### src/der_pkg.sv
// Shared constants and types of the peer event router
`default_nettype none
package der_pkg;

  // ----------------------------------------------------------------
  // Object counts
  // ----------------------------------------------------------------
  localparam int N_CONTACT = 4;
  localparam int N_BUTTON = 4;
  localparam int N_LOCAL_IN = N_CONTACT + N_BUTTON;
  localparam int N_PAGE = 4;
  localparam int N_SLOT = 4;
  localparam int N_KEY = 16;
  localparam int N_DET = N_LOCAL_IN + N_SLOT;
  localparam int N_SWITCHED = 6;
  localparam int N_BLIND = 2;
  localparam int N_OUT_OBJ = N_SWITCHED + N_BLIND;
  localparam int N_GROUP = N_LOCAL_IN + N_PAGE * N_SLOT + N_OUT_OBJ;
  localparam int GRP_PAGE_BASE = N_LOCAL_IN;
  localparam int GRP_OUT_BASE = N_LOCAL_IN + N_PAGE * N_SLOT;

  // ----------------------------------------------------------------
  // Register map (byte addresses) and fields
  // ----------------------------------------------------------------
  localparam logic [11:0] ADR_CTRL = 12'h000;
  localparam logic [11:0] ADR_PAGE_MODE = 12'h004;
  localparam logic [11:0] ADR_STATUS = 12'h008;
  localparam logic [11:0] ADR_OUTPUT = 12'h00c;
  localparam logic [11:0] ADR_GROUP_BASE = 12'h100;
  localparam logic [11:0] ADR_BIND_BASE = 12'h200;
  localparam int CTRL_CLEAR_BIT = 0;
  localparam int OUT_UP_LSB = 6;
  localparam int OUT_DOWN_LSB = 8;
  localparam int STAT_LINK_BIT = 0;
  localparam int STAT_FALLBACK_BIT = 1;
  localparam int STAT_DIR_LSB = 2;

  // ----------------------------------------------------------------
  // Reset and clear values
  // ----------------------------------------------------------------
  localparam logic [7:0] GROUP_OFF = 8'h00;
  localparam logic [7:0] GROUP_DEFAULT = 8'h01;
  localparam logic [N_PAGE-1:0] PAGE_MODE_RESET = 4'hf;
  localparam logic [N_BLIND-1:0] DIR_RESET = 2'h0;

  // ----------------------------------------------------------------
  // Event codes and message carrier
  // ----------------------------------------------------------------
  localparam logic [1:0] EVT_ON = 2'h1;
  localparam logic [1:0] EVT_OFF = 2'h2;
  localparam logic [1:0] EVT_TOGGLE = 2'h3;

  typedef struct packed {
    logic valid;
    logic [7:0] group;
    logic [1:0] evt;
  } der_msg_t;

  typedef struct packed {
    logic cyc;
    logic stb;
    logic we;
    logic [11:0] adr;
    logic [3:0] sel;
    logic [31:0] dat;
  } der_wb_req_t;

  typedef enum logic [2:0] {
    DET_IDLE = 3'h1,
    DET_HELD = 3'h2,
    DET_LONG = 3'h4
  } der_det_t;

  // ----------------------------------------------------------------
  // Timing
  // ----------------------------------------------------------------
  localparam int CLK_PERIOD_NS = 8;
  localparam int SHORT_TIME_MS = 400;
  localparam int SHORT_CYCLES = (SHORT_TIME_MS * 1000000) / CLK_PERIOD_NS;
  localparam int CNT_W = 26;

endpackage
`default_nettype wire

### src/der_event_router.sv
// Peer event router: fallback events from inputs to grouped outputs
//
// The register offsets and the Wishbone register port were chosen for this implementation.
`timescale 1ns/10ps
`default_nettype none
module der_event_router #(
  parameter int SHORT_CYCLES = der_pkg::SHORT_CYCLES
) (
  input wire logic clk_i, // 125 MHz clock
  input wire logic rst_i, // Synchronous reset, active high
  input wire der_pkg::der_wb_req_t wb_req_i, // Wishbone request
  output logic wb_ack_o, // Wishbone acknowledge
  output logic [31:0] wb_dat_o, // Wishbone read data
  input wire logic link_up_i, // Central unit link alive
  input wire logic [der_pkg::N_LOCAL_IN-1:0] in_level_i, // Contact and button levels
  input wire logic [der_pkg::N_KEY-1:0] panel_key_i, // Panel key levels
  input wire logic [1:0] panel_page_i, // Page shown, set by gesture
  input wire der_pkg::der_msg_t peer_msg_i, // Message from peer modules
  output der_pkg::der_msg_t peer_msg_o, // Message to peer modules
  output logic [der_pkg::N_SWITCHED-1:0] out_on_o, // Switched outputs
  output logic [der_pkg::N_BLIND-1:0] blind_up_o, // Blind up relays
  output logic [der_pkg::N_BLIND-1:0] blind_down_o, // Blind down relays
  output logic resync_o // Pulse on link return
);

  // ----------------------------------------------------------------
  // Storage
  // ----------------------------------------------------------------
  logic [7:0] group_mem [der_pkg::N_GROUP];
  logic [3:0] bind_mem [der_pkg::N_PAGE * der_pkg::N_SLOT];
  logic [der_pkg::N_PAGE-1:0] page_mode_reg;
  logic [der_pkg::N_SWITCHED-1:0] on_reg, on_next;
  logic [der_pkg::N_BLIND-1:0] up_reg, up_next;
  logic [der_pkg::N_BLIND-1:0] down_reg, down_next;
  logic [der_pkg::N_BLIND-1:0] dir_reg, dir_next;
  logic link_prev_reg;
  logic resync_reg;
  logic ack_reg;
  logic [31:0] dat_reg;
  der_pkg::der_msg_t msg_out_reg;
  der_pkg::der_det_t det_reg [der_pkg::N_DET];
  logic [der_pkg::CNT_W-1:0] cnt_reg [der_pkg::N_DET];
  logic [der_pkg::N_DET-1:0] pend_reg;
  logic [1:0] pend_evt_reg [der_pkg::N_DET];

  // ----------------------------------------------------------------
  // Bus decode
  // ----------------------------------------------------------------
  wire logic fallback_w = ~link_up_i;
  wire logic wb_req_w = wb_req_i.cyc & wb_req_i.stb;
  wire logic wb_wr_w = wb_req_w & wb_req_i.we & ack_reg;
  wire logic [11:0] adr_w = wb_req_i.adr;
  wire logic hit_ctrl_w = (adr_w == der_pkg::ADR_CTRL);
  wire logic hit_mode_w = (adr_w == der_pkg::ADR_PAGE_MODE);
  wire logic hit_stat_w = (adr_w == der_pkg::ADR_STATUS);
  wire logic hit_out_w = (adr_w == der_pkg::ADR_OUTPUT);
  wire logic hit_grp_w = (adr_w[11:8] == der_pkg::ADR_GROUP_BASE[11:8]) & (adr_w[1:0] == 2'h0)
                         & (adr_w[7:2] < 6'(der_pkg::N_GROUP));
  wire logic hit_bind_w = (adr_w[11:8] == der_pkg::ADR_BIND_BASE[11:8]) & (adr_w[1:0] == 2'h0)
                          & (adr_w[7:2] < 6'(der_pkg::N_PAGE * der_pkg::N_SLOT));
  wire logic [4:0] grp_idx_w = adr_w[6:2];
  wire logic [3:0] bind_idx_w = adr_w[5:2];
  wire logic clear_w = wb_wr_w & hit_ctrl_w & wb_req_i.sel[0]
                       & wb_req_i.dat[der_pkg::CTRL_CLEAR_BIT];
  wire logic out_wr_w = wb_wr_w & hit_out_w & link_up_i;

  wire logic [31:0] status_w = {28'h0, dir_reg, fallback_w, link_up_i};
  wire logic [31:0] outword_w = {22'h0, down_reg, up_reg, on_reg};
  wire logic [31:0] rd_mux_w =
    hit_mode_w ? {28'h0, page_mode_reg} :
    hit_stat_w ? status_w :
    hit_out_w ? outword_w :
    hit_grp_w ? {24'h0, group_mem[grp_idx_w]} :
    hit_bind_w ? {28'h0, bind_mem[bind_idx_w]} :
    32'h0;

  // ----------------------------------------------------------------
  // Wishbone slave: ack one cycle after the request, then drop
  // ----------------------------------------------------------------
  always_ff @(posedge clk_i) begin
    if (rst_i) begin
      ack_reg <= 1'b0;
      dat_reg <= 32'h0;
    end else begin
      ack_reg <= wb_req_w & ~ack_reg;
      dat_reg <= (wb_req_w & ~ack_reg) ? rd_mux_w : 32'h0;
    end
  end

  // ----------------------------------------------------------------
  // Configuration: groups, slot bindings, page modes
  // ----------------------------------------------------------------
  // Clear is applied before a same-cycle group write, so a write lands.
  always_ff @(posedge clk_i) begin
    if (rst_i) begin
      for (int g = 0; g < der_pkg::N_GROUP; g++) begin
        group_mem[g] <= der_pkg::GROUP_DEFAULT;
      end
      for (int b = 0; b < der_pkg::N_PAGE * der_pkg::N_SLOT; b++) begin
        bind_mem[b] <= 4'(b);
      end
      page_mode_reg <= der_pkg::PAGE_MODE_RESET;
    end else begin
      if (clear_w) begin
        for (int g = 0; g < der_pkg::N_GROUP; g++) begin
          group_mem[g] <= der_pkg::GROUP_OFF;
        end
      end
      if (wb_wr_w & hit_grp_w & wb_req_i.sel[0]) begin
        group_mem[grp_idx_w] <= wb_req_i.dat[7:0];
      end
      if (wb_wr_w & hit_bind_w & wb_req_i.sel[0]) begin
        bind_mem[bind_idx_w] <= wb_req_i.dat[3:0];
      end
      if (wb_wr_w & hit_mode_w & wb_req_i.sel[0]) begin
        page_mode_reg <= wb_req_i.dat[der_pkg::N_PAGE-1:0];
      end
    end
  end

  // ----------------------------------------------------------------
  // Input event detectors
  // ----------------------------------------------------------------
  // A press is held back until it proves long: a brief one yields only a
  // toggle, so the output never flickers on and back off.
  logic [der_pkg::N_DET-1:0] lvl_w;
  logic [der_pkg::N_DET-1:0] fire_w;
  logic [1:0] evt_w [der_pkg::N_DET];
  logic [7:0] src_grp_w [der_pkg::N_DET];
  logic [der_pkg::N_DET-1:0] gate_w;
  logic [der_pkg::N_DET-1:0] grant_w;

  genvar d;
  generate
    for (d = 0; d < der_pkg::N_DET; d++) begin : g_det
      if (d < der_pkg::N_LOCAL_IN) begin : g_local
        assign lvl_w[d] = in_level_i[d];
        assign src_grp_w[d] = group_mem[d];
        assign gate_w[d] = 1'b1;
      end else begin : g_slot
        localparam logic [1:0] SLOT = 2'(d - der_pkg::N_LOCAL_IN);
        wire logic [4:0] gidx_w = 5'(der_pkg::GRP_PAGE_BASE) + {1'b0, panel_page_i, SLOT};
        assign lvl_w[d] = panel_key_i[bind_mem[{panel_page_i, SLOT}]];
        assign src_grp_w[d] = group_mem[gidx_w];
        assign gate_w[d] = page_mode_reg[panel_page_i];
      end

      wire logic long_w = (cnt_reg[d] == der_pkg::CNT_W'(SHORT_CYCLES - 1));
      assign fire_w[d] = ((det_reg[d] == der_pkg::DET_HELD) & (~lvl_w[d] | long_w))
                         | ((det_reg[d] == der_pkg::DET_LONG) & ~lvl_w[d]);
      assign evt_w[d] = (det_reg[d] == der_pkg::DET_LONG) ? der_pkg::EVT_OFF :
                        lvl_w[d] ? der_pkg::EVT_ON : der_pkg::EVT_TOGGLE;

      always_ff @(posedge clk_i) begin
        if (rst_i | ~gate_w[d]) begin
          det_reg[d] <= der_pkg::DET_IDLE;
          cnt_reg[d] <= '0;
        end else begin
          unique case (det_reg[d])
            der_pkg::DET_IDLE: begin
              cnt_reg[d] <= '0;
              if (lvl_w[d]) begin
                det_reg[d] <= der_pkg::DET_HELD;
              end
            end
            der_pkg::DET_HELD: begin
              cnt_reg[d] <= cnt_reg[d] + der_pkg::CNT_W'(1);
              if (~lvl_w[d]) begin
                det_reg[d] <= der_pkg::DET_IDLE;
              end else if (long_w) begin
                det_reg[d] <= der_pkg::DET_LONG;
              end
            end
            der_pkg::DET_LONG: begin
              if (~lvl_w[d]) begin
                det_reg[d] <= der_pkg::DET_IDLE;
              end
            end
            default: begin
              det_reg[d] <= der_pkg::DET_IDLE;
            end
          endcase
        end
      end

      // Pending event per source; a new event beats its own grant.
      wire logic take_w = fire_w[d] & gate_w[d] & fallback_w
                          & (src_grp_w[d] != der_pkg::GROUP_OFF);
      always_ff @(posedge clk_i) begin
        if (rst_i) begin
          pend_reg[d] <= 1'b0;
          pend_evt_reg[d] <= 2'h0;
        end else if (take_w) begin
          pend_reg[d] <= 1'b1;
          pend_evt_reg[d] <= evt_w[d];
        end else if (grant_w[d] | ~fallback_w) begin
          pend_reg[d] <= 1'b0;
        end
      end
    end
  endgenerate

  // ----------------------------------------------------------------
  // Arbitration: peer message first, then lowest pending source
  // ----------------------------------------------------------------
  // Only one message moves per cycle, matching a single shared bus slot.
  wire logic peer_in_w = peer_msg_i.valid & fallback_w;
  wire logic [der_pkg::N_DET-1:0] pend_live_w = pend_reg & {der_pkg::N_DET{~peer_in_w}};
  assign grant_w = pend_live_w & (~pend_live_w + der_pkg::N_DET'(1));

  der_pkg::der_msg_t local_msg_w;
  always_comb begin
    local_msg_w = '0;
    for (int s = 0; s < der_pkg::N_DET; s++) begin
      if (grant_w[s]) begin
        local_msg_w.valid = 1'b1;
        local_msg_w.group = src_grp_w[s];
        local_msg_w.evt = pend_evt_reg[s];
      end
    end
  end

  wire der_pkg::der_msg_t apply_w = peer_in_w ? peer_msg_i : local_msg_w;

  // ----------------------------------------------------------------
  // Output actions
  // ----------------------------------------------------------------
  always_comb begin
    on_next = on_reg;
    up_next = up_reg;
    down_next = down_reg;
    dir_next = dir_reg;
    if (out_wr_w) begin
      if (wb_req_i.sel[0]) begin
        on_next = wb_req_i.dat[der_pkg::N_SWITCHED-1:0];
        up_next = wb_req_i.dat[der_pkg::OUT_UP_LSB +: der_pkg::N_BLIND];
      end
      if (wb_req_i.sel[1]) begin
        down_next = wb_req_i.dat[der_pkg::OUT_DOWN_LSB +: der_pkg::N_BLIND]
                    & ~up_next;
      end
    end else if (apply_w.valid & fallback_w) begin
      for (int o = 0; o < der_pkg::N_SWITCHED; o++) begin
        if ((group_mem[der_pkg::GRP_OUT_BASE + o] == apply_w.group)
            && (apply_w.group != der_pkg::GROUP_OFF)) begin
          unique case (apply_w.evt)
            der_pkg::EVT_ON: on_next[o] = 1'b1;
            der_pkg::EVT_OFF: on_next[o] = 1'b0;
            der_pkg::EVT_TOGGLE: on_next[o] = ~on_reg[o];
            default: on_next[o] = on_reg[o];
          endcase
        end
      end
      for (int k = 0; k < der_pkg::N_BLIND; k++) begin
        if ((group_mem[der_pkg::GRP_OUT_BASE + der_pkg::N_SWITCHED + k] == apply_w.group)
            && (apply_w.group != der_pkg::GROUP_OFF)) begin
          unique case (apply_w.evt)
            der_pkg::EVT_ON: begin
              if (~up_reg[k] & ~down_reg[k]) begin
                up_next[k] = dir_reg[k];
                down_next[k] = ~dir_reg[k];
              end
            end
            der_pkg::EVT_OFF: begin
              up_next[k] = 1'b0;
              down_next[k] = 1'b0;
            end
            der_pkg::EVT_TOGGLE: begin
              up_next[k] = ~(up_reg[k] | down_reg[k]) & dir_reg[k];
              down_next[k] = ~(up_reg[k] | down_reg[k]) & ~dir_reg[k];
            end
            default: begin
              up_next[k] = up_reg[k];
            end
          endcase
        end
      end
    end
    for (int k = 0; k < der_pkg::N_BLIND; k++) begin
      if (up_next[k]) begin
        dir_next[k] = 1'b1;
      end else if (down_next[k]) begin
        dir_next[k] = 1'b0;
      end
    end
  end

  // No drive timer exists on the relays: in fallback they hold until an
  // event releases them, and software takes them over on link return.
  always_ff @(posedge clk_i) begin
    if (rst_i) begin
      on_reg <= '0;
      up_reg <= '0;
      down_reg <= '0;
      dir_reg <= der_pkg::DIR_RESET;
    end else begin
      on_reg <= on_next;
      up_reg <= up_next;
      down_reg <= down_next;
      dir_reg <= dir_next;
    end
  end

  // ----------------------------------------------------------------
  // Peer message out and link return
  // ----------------------------------------------------------------
  always_ff @(posedge clk_i) begin
    if (rst_i) begin
      msg_out_reg <= '0;
      link_prev_reg <= 1'b0;
      resync_reg <= 1'b0;
    end else begin
      msg_out_reg <= local_msg_w;
      link_prev_reg <= link_up_i;
      resync_reg <= link_up_i & ~link_prev_reg;
    end
  end

  assign wb_ack_o = ack_reg;
  assign wb_dat_o = dat_reg;
  assign peer_msg_o = msg_out_reg;
  assign out_on_o = on_reg;
  assign blind_up_o = up_reg;
  assign blind_down_o = down_reg;
  assign resync_o = resync_reg;

endmodule // der_event_router
`default_nettype wire

### config.mk
export PLATFORM = sky130hd
export DESIGN_NAME = der_event_router
export DESIGN_NICKNAME = d
export VERILOG_FILES = /design/src/der_pkg.sv /design/src/der_event_router.sv
export SDC_FILE = /design/constraint.sdc
export NUM_CORES = 2
export LEC_CHECK = 0
export ABC_AREA = 0
export BUFFER_PORTS_ARGS = -buffer_cell sky130_fd_sc_hd__buf_2
export CORE_MARGIN = 4
export CORE_UTILIZATION = 55
export DETAILED_ROUTE_END_ITERATION = 12
export PLACE_DENSITY_LB_ADDON = 0.1
export SLEW_MARGIN = 15
export SYNTH_ARGS = -nofsm -noshare
export SYNTH_HDL_FRONTEND = slang
export SYNTH_SLANG_ARGS = --single-unit
export TNS_END_PERCENT = 30
### constraint.sdc
create_clock -name clk_i -period 5.5 [get_ports clk_i]
set_input_delay 0.825 -clock clk_i [delete_from_list [all_inputs] [get_ports clk_i]]
set_output_delay 0.825 -clock clk_i [all_outputs]
set_load 0.02 [all_outputs]
== Yosys cells after proc, flatten, opt, wreduce, memory -nomap -nowiden ==
Memory sizes are Yosys's and may differ from the RTL's.
Index checks and enable logic that the tools add are counted.
Operators by class
  add/subtract/negate cells: 17
  $lt $le $gt $ge: 7
  eq/ne operators: 65
  multiplexer cells: 597
  bitwise operators: 284
  reduce and logical (&&, ||, !) cells: 68
Operator list (number)
  2-to-1 mux 26 bit: 24
  2-to-1 mux 1 bit: 398
  adder 26 x 1 -> 26 bit, second input constant: 12
  equality test 26 bit, second input constant: 12
  2-to-1 mux 8 bit: 34
  2-to-1 mux 3 bit: 60
  OR 1 bit: 167
  2-to-1 mux 11 bit: 13
  nonzero test 8 bit: 13
  2-to-1 mux 2 bit: 43
  AND 1 bit: 80
  equality test 8 bit: 8
  nonzero test 2 bit: 21
  equality test 3 x 1 -> 1 bit, second input constant: 12
  equality test 3 x 2 -> 1 bit, second input constant: 12
  equality test 3 bit, second input constant: 12
  OR reduction 3 bit: 12
  inverter 1 bit: 32
  one-hot mux 1 bit (3 select lines): 10
  AND 12 bit: 2
  equality test 12 x 4 -> 1 bit, second input constant: 2
  AND reduction 4 bit: 6
  adder 4 x 4 -> 5 bit, first input constant: 4
  < comparator 4 x 5 -> 1 bit, second input constant: 4
  27 further kinds: 45
Word-level totals
  register bits: 74
  bits in writable memories: 692
  input port bits: 91
  output and inout port bits: 55
  logic and storage cells: 1075
  memories: 5
Memory list
  cnt_reg: depth 12, width 26, rd ports 12, clocked after Yosys merged registers in 0, wr ports 12, line der_event_router.sv:42  | logic [der_pkg::CNT_W-1:0] cnt_reg [der_pkg::N_DET];
  group_mem: depth 32, width 8, rd ports 21, clocked after Yosys merged registers in 0, wr ports 32, line der_event_router.sv:29  | logic [7:0] group_mem [der_pkg::N_GROUP];
  bind_mem: depth 16, width 4, rd ports 5, clocked after Yosys merged registers in 0, wr ports 16, line der_event_router.sv:30  | logic [3:0] bind_mem [der_pkg::N_PAGE * der_pkg::N_SLOT];
  det_reg: depth 12, width 3, rd ports 12, clocked after Yosys merged registers in 0, wr ports 12, line der_event_router.sv:41  | der_pkg::der_det_t det_reg [der_pkg::N_DET];
  pend_evt_reg: depth 12, width 2, rd ports 12, clocked after Yosys merged registers in 0, wr ports 12, line der_event_router.sv:44  | logic [1:0] pend_evt_reg [der_pkg::N_DET];

== Longest topological paths before layout ==
  word-level depth: 27
  gate-level depth with buffers: 19
  mapped depth without buffers: 17

== Least setup slack after synthesis ==
Ideal clock, no wire load.
  path kind: input to register
  start point: input port link_up_i
  end point: register on_reg (netlist bit out_on_o[4])
  library setup time: 80 ps
  data arrival time: 4185 ps
  required time: 5420 ps
  path slack: 1234 ps
  cell stages on the path: 17
  path buffers: 6
  path through: buf_2 nor2b_1 buf_2 buf_2 buf_2 buf_2 o22ai_1 a221o_1 nor2_1 and2_1 inv_1 ha_1 clkbuf_1 o31ai_1 nand2_1 a211o_1 nor3b_1
On the way
  longest elaborated chain between the ends: 25
  elaborated cells between the ends (all ways): 37
  classes of those cells: add/sub: 1; eq/ne: 5; mux: 17; bitwise: 8; reduce/logical: 6
RTL lines
  from (decl): line der_event_router.sv:14  | input wire logic link_up_i,
  inverter 1 bit: line der_event_router.sv:49  | wire logic fallback_w = ~link_up_i;
  AND 1 bit: line der_event_router.sv:207  | wire logic peer_in_w = peer_msg_i.valid & fallback_w;
  inverter 1 bit: line der_event_router.sv:208  | wire logic [der_pkg::N_DET-1:0] pend_live_w = pend_reg & {der_pkg::N_DET{~peer_in_w}};
  AND 12 bit: line der_event_router.sv:208
  inverter 12 bit: line der_event_router.sv:209  | assign grant_w = pend_live_w & (~pend_live_w + der_pkg::N_DET'(1));
  adder 12 x 1 -> 12 bit: line der_event_router.sv:209
  AND 12 bit: line der_event_router.sv:209
  2-to-1 mux 11 bit (12 in series): line der_event_router.sv:215  | if (grant_w[s]) begin
  2-to-1 mux 11 bit: line der_event_router.sv:223  | wire der_pkg::der_msg_t apply_w = peer_in_w ? peer_msg_i : local_msg_w;
  equality test 2 bit or equality test 2 x 1 -> 1 bit (tied branches): line der_event_router.sv:246  | unique case (apply_w.evt)
  one-hot mux 1 bit (3 select lines): line der_event_router.sv:246
  2-to-1 mux 1 bit: line der_event_router.sv:244  | if ((group_mem[der_pkg::GRP_OUT_BASE + o] == apply_w.group)
  2-to-1 mux 6 bit: line der_event_router.sv:242  | end else if (apply_w.valid & fallback_w) begin
  2-to-1 mux 6 bit: line der_event_router.sv:233  | if (out_wr_w) begin
  to (signal assigned): line der_event_router.sv:297  | on_reg <= on_next;
  to (decl): line der_event_router.sv:32  | logic [der_pkg::N_SWITCHED-1:0] on_reg, on_next;
Several ways; a longest one is shown, not always the timed one. The select of a mux whose other input is x is not followed.
A chain may end at the register's enable or synchronous reset.

== Final worst setup path ==
  start point: register pend_reg[6] (netlist name)
  end point: register on_reg (netlist bit out_on_o[5])
On the way
  longest elaborated chain between the ends: 16
  elaborated cells between the ends (all ways): 26
  classes of those cells: add/sub: 1; eq/ne: 4; mux: 11; bitwise: 4; reduce/logical: 6
RTL lines
  from (decl): line der_event_router.sv:43  | logic [der_pkg::N_DET-1:0] pend_reg;
  from (signal, indexed assignment): line der_event_router.sv:191  | pend_reg[d] <= 1'b0;
  from (signal, indexed assignment): line der_event_router.sv:194  | pend_reg[d] <= 1'b1;
  from (signal, indexed assignment): line der_event_router.sv:197  | pend_reg[d] <= 1'b0;
  AND 12 bit *: line der_event_router.sv:208
  inverter 12 bit: line der_event_router.sv:209
  adder 12 x 1 -> 12 bit: line der_event_router.sv:209
  AND 12 bit *: line der_event_router.sv:209
  2-to-1 mux 11 bit (5 in series): line der_event_router.sv:215
  2-to-1 mux 11 bit *: line der_event_router.sv:215
  2-to-1 mux 11 bit *: line der_event_router.sv:223
  equality test 2 bit or equality test 2 x 1 -> 1 bit (tied branches): line der_event_router.sv:246
  one-hot mux 1 bit (3 select lines): line der_event_router.sv:246
  2-to-1 mux 1 bit: line der_event_router.sv:244
  2-to-1 mux 6 bit: line der_event_router.sv:242
  2-to-1 mux 6 bit: line der_event_router.sv:233
Every way passes the cells marked *; elsewhere a longest branch is shown, timed or not. The select of a mux whose other input is x is not followed.

==> results_dict.tcl <==
set metrics [dict create \
    status "finished, final reports clean" \
    clock-root-buffer "clkbuf_16" \
    worst_pin_slew_ns 1.173 \
    vias 31155 \
    peakVddDrop_mv 0.3082 \
    cts_setup_buffers 0 \
    rows 101 \
    clockPowerShare 0.374 \
    die_height_microns 284.3 \
    dp_hpwl_microns 86060 \
    portBuffers 99 \
    cpPeakStageDelay_ns 0.83 \
    ys_seq_elements 744 \
    drt_iter0_drc 3624 \
    grt_overflow 0 \
    path_cells "nor2_1, nand3_1, nor3_1, a221o_1, nor2_1, and2_1, inv_1, ha_1, o31ai_1, nand2_1, a211o_1, nor3b_1" \
    drc 0 \
    final_max_slew_viol_count 0 \
    initial_core_util 0.5539 \
    wl_per_cell_microns 24.51 \
    synth_cells 3777 \
    final.setup.tns_ns 0 \
    clkTransAtPathRegs_ns 0.06 \
    holdCritPathClass "reg2reg" \
    synthDistinctLibCells 96 \
    critPathKind "reg2reg" \
    grt_max_degree 55 \
    power_mw 14.42 \
    syn2layout_area_growth_pct 9.695 \
    die-area_sq_um 80840 \
    antenna_found_initial 7 \
    cts-resized-gates 0 \
    grt_pass1_wl_microns 181900 \
    fin_crit_sh 0.8100 \
    yosysTopAreaCellShare 0.4948 \
    coreArea_sq_um 75820 \
    cellLeakagePower_nw 16.16 \
    finalHoldViolCount 0 \
    cts_hold_buf 0 \
    synth_ff_type "edfxtp_1" \
    largest_register_ffs 312 \
    fin_worst_skew_ns 0.01722 \
    cts.htree.levels 3 \
    path_buf_inv 1 \
    drt-total-wl_microns 119700 \
    async_reset_ff_frac 0 \
    grt_usage 0.2909 \
    grt_setup_unrepaired "false" \
    endpoint_kind "flip-flop" \
    cp.arrival_ns 5.00 \
    grt_pass1_vias 30356 \
    crit_path_max_fanout 20 \
    combPwrFrac 0.116 \
    crit_required_ns 6.04 \
    critPathSlowestCell "dfxtp_1" \
    synth-edff-count 692 \
    min_period_ns 4.455 \
    cts_sinks 744 \
    boundaryPins 146 \
    cap_violations 0 \
    seq_area_frac_synth 0.5196 \
    clock_latency_ns 0.64 \
    firstDrtPassIters 6 \
    p_int_mw 10.55 \
    maxSlewHeadroom 0.2097 \
    sw_frac_of_total 0.2681 \
    cts_tree "yes" \
    syn_area_sq_um 42000 \
    die_w_microns 284.3 \
    switchingPower_mw 3.865 \
    drtAntennaViolNets 0 \
    gp_congestion 0.9997 \
    seq_power_share 0.510 \
    path_common_cell "nor2_1" \
    cts_buffers 83 \
    yosysWarnings 0 \
    cts_buffer_depth 3 \
    setup_violations 0 \
    cpLargestDelayFamily "simple AND/OR/NAND/NOR gates" \
    start_kind "flip-flop" \
    max_freq_mhz 224.5 \
    netlist.top_cell.by_area "edfxtp_1" \
    nets 3939 \
    power_density_nw_per_um2 313.0 \
    via_per_inst 6.379 \
    layout-drive-gt1-share 0.1405 \
    synth_area_leaders "edfxtp_1 (49%), mux4_2 (8.5%), nor2_1 (4.4%)" \
    syn_area_per_cell_sq_um 11.12 \
]
## cell usage after synthesis, types with 26 or more instances
cell,number
edfxtp_1,692
nor2_1,490
nand2_1,268
xor2_1,196
nand3_1,183
clkbuf_1,170
and3_1,162
mux4_2,159
a21oi_1,149
and2_1,143
xnor2_1,115
o21ai_0,106
nor3_1,87
inv_1,64
nand4_1,64
or3_1,61
nor4_1,53
dfxtp_1,52
nand2b_1,47
nor2b_1,43
or2_2,39
buf_4,29
o21a_1,26
## layout make-up
type                    instances  area (sq um)
inverters                      64         240.2
well taps                     978          1224
repair buffers                176          1085
clock buffers                 106          2216
fillers                      6129         29760
clock inverters                46         384.1
multi-input cells            2763         19080
flip-flops and latches        744         21820
diodes                          7         17.52
## through the flow
stage          cell area, sq um  utilization  worst slack [ns]  std cells  hold slack (ns)
2_1_floorplan             42070            -             1.234       3798           0.3674
3_3_place_gp              43450       0.5730            0.7895       4725           0.3738
3_5_place_dp              43450       0.5730            0.7431       4725           0.3756
4_1_cts                   46050       0.6073             1.229       4877           0.3961
5_1_grt                   46060       0.6074            0.8988       4880           0.4168
6_report                  46070       0.6076             1.045       4884           0.3937
## final timing paths
kind                               startpoint           to  slack [ns]  cells past startpoint
worst min register to register  link_prev_reg     resync_o        0.39                      1
worst max register to register    pend_reg[6]  out_on_o[5]        1.04                     12
worst max-delay path              pend_reg[6]  out_on_o[5]        1.04                     12
worst min-delay path            link_prev_reg     resync_o        0.39                      1
## power by group through the flow
stage / Clock [mW] / Combinational [mW] / Sequential, mW
floorplan: 0 / 1.19 / 7.28
global placement: 0 / 1.60 / 7.41
detailed placement: 0 / 1.64 / 7.45
CTS: 5.49 / 1.66 / 7.34
global route: 5.73 / 1.81 / 7.42
finish: 5.40 / 1.67 / 7.35
## layout by cell type (no fill, tap or decap), types with 20 or more instances in the layout
cell,instances
clkbuf_16,85
nor4_1,53
conb_1,22
a21o_1,22
dfxtp_1,52
nor2_1,489
nand2_1,268
buf_4,79
xnor2_1,115
nor2b_1,40
and2_1,143
mux4_2,159
or2_2,39
nand2b_1,47
clkinv_1,20
nand3_1,183
o21a_1,26
nor3_1,87
a21oi_1,149
and3_1,162
inv_1,64
nand4_1,64
xor2_1,196
o21ai_0,100
nand3b_1,25
buf_2,96
edfxtp_1,692
clkbuf_1,20
mux2i_1,21
or3_1,61
## kinds of logic (layout without fill, tap and decap cells)
kind of cell    after synthesis  after routing  share of synthesized area
compound gates              472            472                    0.07311
xor+xnor                    311            311                    0.06486
fa+ha+maj                    16             16                   0.004767
buf+inv                     291            392                    0.02976
flops                       744            744                     0.5196
mux                         190            190                    0.09296
other cells                   1             29                 0.00008930
simple gates               1752           1752                     0.2148
## layer usage
metal	track usage	vias up	routed length (microns)
li1	-	14104	-
met1	0.4083	15327	49300
met2	0.4532	1433	54660
met3	0.05501	289	10570
met4	0.1131	2	5182
met5	0	-	14
Power figures use the tool's default switching activity.
